==> src/logic/ptcap_cfg.svh <==
/*
  Offsets, field positions and reset values of the capture timer.
  Assumes byte addresses on an AXI4-Lite bus, one 32-bit word each.
*/
`ifndef PTCAP_CFG_SVH
`define PTCAP_CFG_SVH
`define CTRL_OFS     8'h00
`define PERIOD_OFS   8'h04
`define CAPA_OFS     8'h08
`define CAPB_OFS     8'h0C
`define COUNT_OFS    8'h10
`define STATUS_OFS   8'h14
`define CTRL_RUN     0
`define CTRL_MODE    1
`define CTRL_EDGE    3
`define CTRL_CLR     5
`define CTRL_SRC     7
`define CTRL_HALL    8
`define CTRL_CKSRC   9
`define CTRL_W       13
`define CTRL_RESET   13'h0000
`define MODE_CAPTURE 2'h1
`define ST_FLAG_A    0
`define ST_FLAG_P    1
`define ST_LEVEL     2
`define RESP_OKAY    2'h0
`define RESP_SLVERR  2'h2
`endif

==> src/logic/ptcap_pkg.sv <==
/*
  Types of the capture timer: edge and clear-condition codes.
  Assumes nothing of its surroundings.
*/
`default_nettype none
package ptcap_pkg;
  typedef enum logic [1:0] {EDGE_RISE, EDGE_FALL, EDGE_BOTH, EDGE_NONE} edge_mode_t;
  typedef enum logic [1:0] {CLR_PERIOD, CLR_RISE, CLR_FALL, CLR_BOTH} clear_cond_t;
endpackage : ptcap_pkg
`default_nettype wire

==> src/logic/periodic_timer_capture_input.sv <==
/*
  Capture input mode of a periodic timer with an AXI4-Lite register port.
  Assumes capture pins are asynchronous and software keeps to its side.
*/
// Contract
// software selects capture mode with code 01
// run rising edge restarts counter from zero
// active edge copies counter, raises interrupt
// counter runs freely until run falls
// period match clears counter, raises interrupt
// zero period lets counter wrap at maximum
// edge select picks rising, falling or both
// edge select 11 disables capture, counter runs
// source is capture pin, clock pin, hall
// timer 0 clear select adds edge clears
// timer 0 register choice uses both fields
// edge and clear selects are independent
// clear select 00 uses first register only
// flag and level update half period later
// timers 1-3 capture into first register only
// latch within one and half timer clocks
// pulses under two timer clocks may be lost
// software avoids clock pin as both roles
// no output; output bits have no effect
// software needs an available counter clock
// hall source is noise-filtered input pin
// edge codes 00 rise, 01 fall, 10 both
// rising to first, falling to second register
`include "ptcap_cfg.svh"
`timescale 1ns/100ps
`default_nettype none
module periodic_timer_capture_input
  import ptcap_pkg::*;
#(
  parameter int WIDTH      = 16,
  parameter int TICK_DIV   = 8,
  parameter int FILT_LEN   = 4,
  parameter bit TIMER_ZERO = 1'b1
)
(
  // system
  input  wire logic        clk,
  input  wire logic        reset,
  // axi4-lite write
  input  wire logic [7:0]  awaddr,
  input  wire logic        awvalid,
  output logic             awready,
  input  wire logic [31:0] wdata,
  input  wire logic [3:0]  wstrb,
  input  wire logic        wvalid,
  output logic             wready,
  output logic [1:0]       bresp,
  output logic             bvalid,
  input  wire logic        bready,
  // axi4-lite read
  input  wire logic [7:0]  araddr,
  input  wire logic        arvalid,
  output logic             arready,
  output logic [31:0]      rdata,
  output logic [1:0]       rresp,
  output logic             rvalid,
  input  wire logic        rready,
  // capture pins
  input  wire logic        dedicated_capture_pin,
  input  wire logic        timer_clock_pin,
  input  wire logic        noise_filter_input_pin,
  // timer side
  output logic             timer_out,
  output logic             timer_out_enable_n,
  output logic             timer_event
);

  // ----------------------------------------
  // state
  // ----------------------------------------
  typedef struct packed {
    logic [`CTRL_W-1:0] ctrl;
    logic [WIDTH-1:0]   period;
    logic [WIDTH-1:0]   cap_a;
    logic [WIDTH-1:0]   cap_b;
    logic [WIDTH-1:0]   count;
    logic               run_d;
    logic               flag_a;
    logic               flag_p;
    logic               level;
    logic               half_pend;
    logic               level_pend;
    logic [7:0]         pre;
    logic               src_s1;
    logic               src_s2;
    logic               ck_s1;
    logic               ck_s2;
    logic               ck_d;
    logic               nf_s1;
    logic               nf_s2;
    logic [7:0]         nf_cnt;
    logic               nf_out;
    logic               src_prev;
    logic               aw_got;
    logic [7:0]         aw_addr;
    logic               w_got;
    logic [31:0]        w_data;
    logic [3:0]         w_strb;
    logic               bvalid;
    logic [1:0]         bresp;
    logic               rvalid;
    logic [31:0]        rdata;
    logic [1:0]         rresp;
    logic               event_p;
  } state_t;

  state_t s;
  state_t next_s;

  localparam logic [7:0] PRE_LAST  = 8'(TICK_DIV - 1);
  localparam logic [7:0] PRE_HALF  = 8'(TICK_DIV / 2 - 1);
  localparam logic [7:0] FILT_LAST = 8'(FILT_LEN - 1);
  // samples from a latch to the visible compare flag on the prescaler clock
  localparam int         HALF_WAIT = TICK_DIV / 2 + 1;

  function automatic logic [31:0] merge(input logic [31:0] old,
                                        input logic [31:0] wd,
                                        input logic [3:0]  st);
    logic [31:0] r;
    r = old;
    for (int i = 0; i < 4; i++)
    begin
      if (st[i])
      begin
        r[8*i +: 8] = wd[8*i +: 8];
      end
    end
    return r;
  endfunction : merge

  // ----------------------------------------
  // timer clock and capture edges
  // ----------------------------------------
  logic        mode_on;
  logic        running;
  logic        run_rise;
  logic        ck_from_pin;
  logic        tick;
  logic        half;
  logic        src;
  logic        rise_hit;
  logic        fall_hit;
  logic        cap_fire;
  logic        to_b;
  logic        clr_edge;
  logic        per_hit;
  edge_mode_t  edge_sel;
  clear_cond_t clr_sel;
  logic [31:0] merged_ctrl;
  logic [31:0] merged_period;
  logic [31:0] clear_mask;

  assign mode_on     = s.ctrl[`CTRL_MODE +: 2] == `MODE_CAPTURE;
  assign running     = s.ctrl[`CTRL_RUN] & mode_on;
  assign run_rise    = running & ~s.run_d;
  assign ck_from_pin = s.ctrl[`CTRL_CKSRC];
  // a pin-driven timer clock has its half period marked by its falling edge
  assign tick        = ck_from_pin ? (s.ck_s2 & ~s.ck_d) : (s.pre == PRE_LAST);
  assign half        = ck_from_pin ? (~s.ck_s2 & s.ck_d) : (s.pre == PRE_HALF);
  assign src         = (TIMER_ZERO && s.ctrl[`CTRL_HALL]) ? s.nf_out :
                       s.ctrl[`CTRL_SRC] ? s.ck_s2 : s.src_s2;
  // sampled once per timer clock: narrow pulses can slip through
  assign rise_hit    = running & s.run_d & tick & src & ~s.src_prev;
  assign fall_hit    = running & s.run_d & tick & ~src & s.src_prev;
  assign edge_sel    = edge_mode_t'(s.ctrl[`CTRL_EDGE +: 2]);
  assign clr_sel     = clear_cond_t'(s.ctrl[`CTRL_CLR +: 2]);
  assign cap_fire    = (rise_hit & (edge_sel == EDGE_RISE || edge_sel == EDGE_BOTH)) |
                       (fall_hit & (edge_sel == EDGE_FALL || edge_sel == EDGE_BOTH));
  assign to_b        = TIMER_ZERO && clr_sel != CLR_PERIOD && fall_hit;
  // clear select does not look at edge select at all
  assign clr_edge    = TIMER_ZERO && ((clr_sel[0] && rise_hit) || (clr_sel[1] && fall_hit));
  assign per_hit     = running & s.run_d & tick & (s.period != '0) & (s.count == s.period);
  // byte-lane merge of the held write word into each writable register
  assign merged_ctrl   = merge(32'(s.ctrl), s.w_data, s.w_strb);
  assign merged_period = merge(32'(s.period), s.w_data, s.w_strb);
  assign clear_mask    = merge(32'h0, s.w_data, s.w_strb);

  // ----------------------------------------
  // next state
  // ----------------------------------------
  always_comb
  begin
    next_s         = s;
    next_s.event_p = 1'b0;
    next_s.src_s1  = dedicated_capture_pin;
    next_s.src_s2  = s.src_s1;
    next_s.ck_s1   = timer_clock_pin;
    next_s.ck_s2   = s.ck_s1;
    next_s.ck_d    = s.ck_s2;
    next_s.nf_s1   = noise_filter_input_pin;
    next_s.nf_s2   = s.nf_s1;
    next_s.run_d   = running;
    next_s.pre     = (s.pre == PRE_LAST) ? 8'h00 : s.pre + 8'h01;

    // hall filter: level must hold for FILT_LEN samples
    if (s.nf_s2 == s.nf_out)
    begin
      next_s.nf_cnt = 8'h00;
    end
    else if (s.nf_cnt == FILT_LAST)
    begin
      next_s.nf_out = s.nf_s2;
      next_s.nf_cnt = 8'h00;
    end
    else
    begin
      next_s.nf_cnt = s.nf_cnt + 8'h01;
    end

    // bus write: address and data in either order
    if (awvalid && awready)
    begin
      next_s.aw_got  = 1'b1;
      next_s.aw_addr = awaddr;
    end
    if (wvalid && wready)
    begin
      next_s.w_got  = 1'b1;
      next_s.w_data = wdata;
      next_s.w_strb = wstrb;
    end
    if (s.bvalid && bready)
    begin
      next_s.bvalid = 1'b0;
    end
    if (s.aw_got && s.w_got)
    begin
      next_s.aw_got = 1'b0;
      next_s.w_got  = 1'b0;
      next_s.bvalid = 1'b1;
      next_s.bresp  = `RESP_OKAY;
      case (s.aw_addr)
        `CTRL_OFS:
          next_s.ctrl = merged_ctrl[`CTRL_W-1:0];
        `PERIOD_OFS:
          next_s.period = merged_period[WIDTH-1:0];
        `STATUS_OFS:
        begin
          // write one to clear; a same-cycle set below wins
          next_s.flag_a = s.flag_a & ~clear_mask[`ST_FLAG_A];
          next_s.flag_p = s.flag_p & ~clear_mask[`ST_FLAG_P];
        end
        `CAPA_OFS, `CAPB_OFS, `COUNT_OFS: ;
        default:
          next_s.bresp = `RESP_SLVERR;
      endcase
    end

    // bus read
    if (s.rvalid && rready)
    begin
      next_s.rvalid = 1'b0;
    end
    if (arvalid && arready)
    begin
      next_s.rvalid = 1'b1;
      next_s.rresp  = `RESP_OKAY;
      case (araddr)
        `CTRL_OFS:   next_s.rdata = 32'(s.ctrl);
        `PERIOD_OFS: next_s.rdata = 32'(s.period);
        `CAPA_OFS:   next_s.rdata = 32'(s.cap_a);
        `CAPB_OFS:   next_s.rdata = 32'(s.cap_b);
        `COUNT_OFS:  next_s.rdata = 32'(s.count);
        `STATUS_OFS: next_s.rdata = 32'({s.level, s.flag_p, s.flag_a});
        default:
        begin
          next_s.rdata = 32'h0000_0000;
          next_s.rresp = `RESP_SLVERR;
        end
      endcase
    end

    // counter
    if (run_rise)
    begin
      next_s.count    = '0;
      next_s.src_prev = src;
    end
    else if (running && tick)
    begin
      next_s.src_prev = src;
      if (per_hit || clr_edge)
      begin
        next_s.count = '0;
      end
      else
      begin
        // zero period: plain wrap at all ones
        next_s.count = s.count + 1'b1;
      end
    end

    // capture: old count is copied even when the same tick clears it
    if (cap_fire)
    begin
      if (to_b)
      begin
        next_s.cap_b = s.count;
      end
      else
      begin
        next_s.cap_a = s.count;
      end
      next_s.half_pend  = 1'b1;
      next_s.level_pend = rise_hit;
    end
    else if (half && s.half_pend)
    begin
      next_s.half_pend = 1'b0;
      next_s.flag_a    = 1'b1;
      next_s.level     = s.level_pend;
      next_s.event_p   = 1'b1;
    end

    if (per_hit)
    begin
      next_s.flag_p  = 1'b1;
      next_s.event_p = 1'b1;
    end
  end

  always_ff @(posedge clk or posedge reset)
  begin
    if (reset)
    begin
      s      <= '0;
      s.ctrl <= `CTRL_RESET;
    end
    else
    begin
      s <= next_s;
    end
  end

  // ----------------------------------------
  // outputs
  // ----------------------------------------
  assign awready            = ~s.aw_got & ~s.bvalid;
  assign wready             = ~s.w_got & ~s.bvalid;
  assign bvalid             = s.bvalid;
  assign bresp              = s.bresp;
  assign arready            = ~s.rvalid;
  assign rvalid             = s.rvalid;
  assign rdata              = s.rdata;
  assign rresp              = s.rresp;
  assign timer_event        = s.event_p;
  // output pin is never driven in this mode
  assign timer_out          = 1'b0;
  assign timer_out_enable_n = 1'b1;
endmodule : periodic_timer_capture_input
`default_nettype wire

==> config.mk <==
export PLATFORM = sky130hd
export DESIGN_NAME = periodic_timer_capture_input
export DESIGN_NICKNAME = d
export VERILOG_FILES = /design/src/logic/ptcap_pkg.sv /design/src/logic/periodic_timer_capture_input.sv
export VERILOG_INCLUDE_DIRS = /design/src /design/src/logic
export SDC_FILE = /design/constraint.sdc
export NUM_CORES = 1
export LEC_CHECK = 0
export ABC_AREA = 1
export BUFFER_PORTS_ARGS = -buffer_cell sky130_fd_sc_hd__buf_4
export CORE_ASPECT_RATIO = 2
export CORE_MARGIN = 5
export CORE_UTILIZATION = 50
export CTS_BUF_LIST = sky130_fd_sc_hd__clkbuf_8 sky130_fd_sc_hd__clkbuf_16
export DETAILED_ROUTE_END_ITERATION = 8
export GPL_ROUTABILITY_DRIVEN = 0
export PLACE_DENSITY = 0.72
export SKIP_CTS_REPAIR_TIMING = 1
export SYNTH_ARGS = -nofsm -noshare
export SYNTH_HDL_FRONTEND = slang
export SYNTH_SLANG_ARGS = --single-unit
export TNS_END_PERCENT = 5
==> constraint.sdc <==
create_clock -name clk -period 4.6 [get_ports clk]
set_input_delay 0.23 -clock clk [delete_from_list [all_inputs] [get_ports clk]]
set_output_delay 0.23 -clock clk [all_outputs]
set_load 0.005 [all_outputs]
==> results.txt <==
----------------------------------------------------
[Timing]
  Total negative slack ... 0 ns
  Skew final ... 0.0115 ns
  Number of failing setup endpoints in the final timing report ... 0
  FMAX ... 446 MHz
  Rel. slew slack ... 26.7%
  Unrepaired setup endpoints after global routing ... no
  Transition time of the tightest slew-check pin ... 1.10 ns
  Ratio of final minimum period to clock period ... 48.8%
  Final hold violation count ... 0
  Worst setup slack after layout ... 2.36 ns
  Pins Over Slew Limit ... 0
  Worst-case hold slack ... 0.0140 ns
  Post-layout minimum cycle time ... 2.24 ns

[Worst setup path]
  Launch point of the worst path ... s[102]
  Maximum net fanout on the critical path ... 18
  Slowest CP cell ... dfrtp_1
  CP required ... 4.91 ns
  Delay of the slowest critical-path stage ... 0.37 ns
  Worst Setup Start Kind ... register
  CP Cell Sequence ... ha_1 -> nand2_2 -> nor2_1 -> nand4_1 -> nand2_2 -> nand2_4 -> clkinv_4 -> o211ai_4 -> inv_4 -> nand2_4 -> nand2_1 -> nand2_1
  Worst Path Class, Setup ... reg -> reg
  Beginning of the worst register-to-register path ... s[102]
  Arrival time at the worst endpoint ... 2.55 ns
  Endpoint type of the worst setup path ... register

[Floorplanning]
  Chip Width ... 98.8 microns
  Count of standard-cell rows ... 65
  Die extent in y ... 188 microns
  Area of the core ... 15,600 sq um
  I/O pin total ... 106
  Area of the die ... 18,500 sq um
  Initial core utilization ... 50.5%

[Finish]
  Area used by multi-input combinational logic ... 3230 sq um
  FF/Latch Area ... 3930 sq um
  Commonest non-fill, non-tap cell in the layout ... nand2_1
  Ant diodes ... 0
  Final net count ... 1,048
  Number of fill cells ... 1,456
  Layout overhead on the synthesized area ... 12.0%
  Area of all placed cells without fillers ... 8830 sq um
  Ratio of cells with drive above 1 in the final layout ... 13.3%
  Final cell utilization of the core ... 56.6%
  Number of standard cells in the final layout excluding fillers ... 1,195
  Top library cells by usage in the layout, fill and taps aside ... nand2_1 (269), dfrtp_1 (157), inv_1 (83)

[Min path]
  Worst Hold Class ... in -> reg
  Hold_sp ... rready

[CTS]
  Number of buffers between clock root and the deepest sink ... 2
  Clk sink count ... 157
  Source-to-sink clock delay at the later pin of the worst-skew pair ... 0.43 ns
  TritonCTS Buffers ... 17
  Clk pin slew, worst setup/hold paths ... 0.06 ns
  Maximum level of the CTS H-tree ... 4
  CTS tree ... yes
  Master cell of the clock root buffer ... clkbuf_16

[Global route]
  Largest net degree at the start of global routing ... 121
  Global-route wire length before repair ... 30,200 microns
  Via count of the first global-routing pass ... 6,156
  Total routing resource utilization after global routing ... 20.2%
  GRT Residual Overflow ... 0
  Number of antenna violations at the first check in global routing ... 0

[Power and ir drop]
  Combinational fraction of design power ... 20.7%
  Power Total ... 3.85 mW
  Power spent charging and discharging nets ... 1.23 mW
  Portion of total power attributed to sequential cells ... 46.3%
  Clock network power share ... 33.0%
  Total power divided by cell area ... 436 nW/um^2
  Max VDD drop ... 0.281 mV
  Standby leakage power ... 4.61 nW
  Net switching fraction of the power ... 31.9%
  Internal power summed over all cells ... 2.62 mW

[Route]
  Total length of routed wires ... 18,300 microns
  Remaining design rule violation count ... 0
  Wire length per cell after detailed routing ... 15.3 microns
  Iteration-0 DRC Markers ... 422
  First-pass iteration count of the detailed router ... 5
  Number of nets with antenna violations after detailed routing ... 0
  Via/cell ratio ... 5.23
  Vias after detailed routing ... 6,253

[Synthesis]
  Yosys top cell area share ... 49.8%
  Number of instances in the synthesized netlist ... 943
  Share of synthesized flip-flops with an asynchronous set or reset ... 100%
  Unique masters post-synth ... 43
  Post-synth design cell area ... 7890 sq um
  Most used DFF post-synth ... dfrtp_1
  Leading post-synthesis cells by cell area ... dfrtp_1 (50%), nand2_1 (13%), buf_4 (4.2%), o21ai_0 (4.0%), nand3_1 (3.9%)
  Part of the Yosys area used for sequential elements ... 49.8%
  Warnings, synthesis ... 0
  Seq cells post-synth ... 157
  Top cell type by total area after synthesis ... dfrtp_1
  Number of flops mapped to enable cells by yosys ... 0
  Mean area per synthesized cell ... 8.37 sq um

[Place]
  Count of port buffers added during placement ... 67
  Worst slack after detailed placement ... 2.39 ns
  Total placed instance area ... 8250 sq um
  DP Wirelength ... 12,900 microns
  Post-Place Cells ... 1,159

[Run]
  Reported max-cap violation count ... 0

[Status]
  Status ... complete, no violations

----------------------------------------------------
[critical path: cells and delay by family (launching register included)]
family	cells	cell delay, ns
buffers and inverters	2	0.37
AND/OR/NAND/NOR	8	0.93
AO/OA/AOI/OAI	1	0.23
flip-flops	1	0.37
adder cells (fa/ha/maj)	1	0.22
[cell usage after synthesis, drive strengths merged, types with 3 or more instances]
library cell	instances
nor2	77
buf	63
a21oi	25
nand4	19
nor3	19
nand3	63
o211ai	7
nand2	275
o21ai	66
nor4	4
mux2	14
xor2	23
or2	3
dfrtp	157
clkbuf	9
ha	5
xnor2	17
inv	81
[per-layer routing]
layer | part of all wire (%) | vias up | global-route usage, %
met5 | 0 | - | 0
met4 | 4.2 | 0 | 9.84
met3 | 5.4 | 54 | 4.58
met2 | 48 | 182 | 32.0
met1 | 43 | 2972 | 26.0
li1 | - | 3045 | -
[logic make-up after synthesis]
| group | synth area share [%] |
|---|---|
| AND/OR/NAND/NOR | 25.2 |
| flip-flops | 49.8 |
| buffers and inverters | 10.1 |
| AO/OA/AOI/OAI | 7.55 |
| XOR/XNOR | 4.44 |
| multiplexers | 2.00 |
| adder cells (fa/ha/maj) | 0.793 |
| other | 0.0952 |
[cell type report]
type	instances	area share [%]
sequential	157	44.5
timing repair buffer	73	6.32
tap	201	2.85
clock inverter	14	1.13
inverter	83	3.67
clock buffer	18	4.97
multi-input combinational	649	36.6
[worst paths after layout]
path	end	slack (ns)	cells past startpoint
max	s[132]	2.36	12
min	rvalid	0.01	2
max reg2reg	s[132]	2.36	12
min reg2reg	next_s[97]	0.36	0
max in group asynchronous	s[123]	3.47	3
min in group asynchronous	s[54]	0.06	2
[flip-flops by register name (all words and copies together) (netlist names)]
signal	flops
edge_sel	2
rresp	1
bresp	1
rdata	16
rvalid	1
ck_from_pin	1
next_s	4
clr_sel	2
timer_event	1
bvalid	1
s	127
[power by group through the flow]
stage          registers [mW]  clock network (mW)  logic, mW
6_report                 1.78                1.27      0.795
5_1_grt                  1.81                1.35      0.919
4_1_cts                  1.78                1.30      0.801
3_5_place_dp             1.80                   0      0.796
3_3_place_gp             1.80                   0      0.769
2_1_floorplan            1.74                   0      0.613
Power figures use the tool's default switching activity.
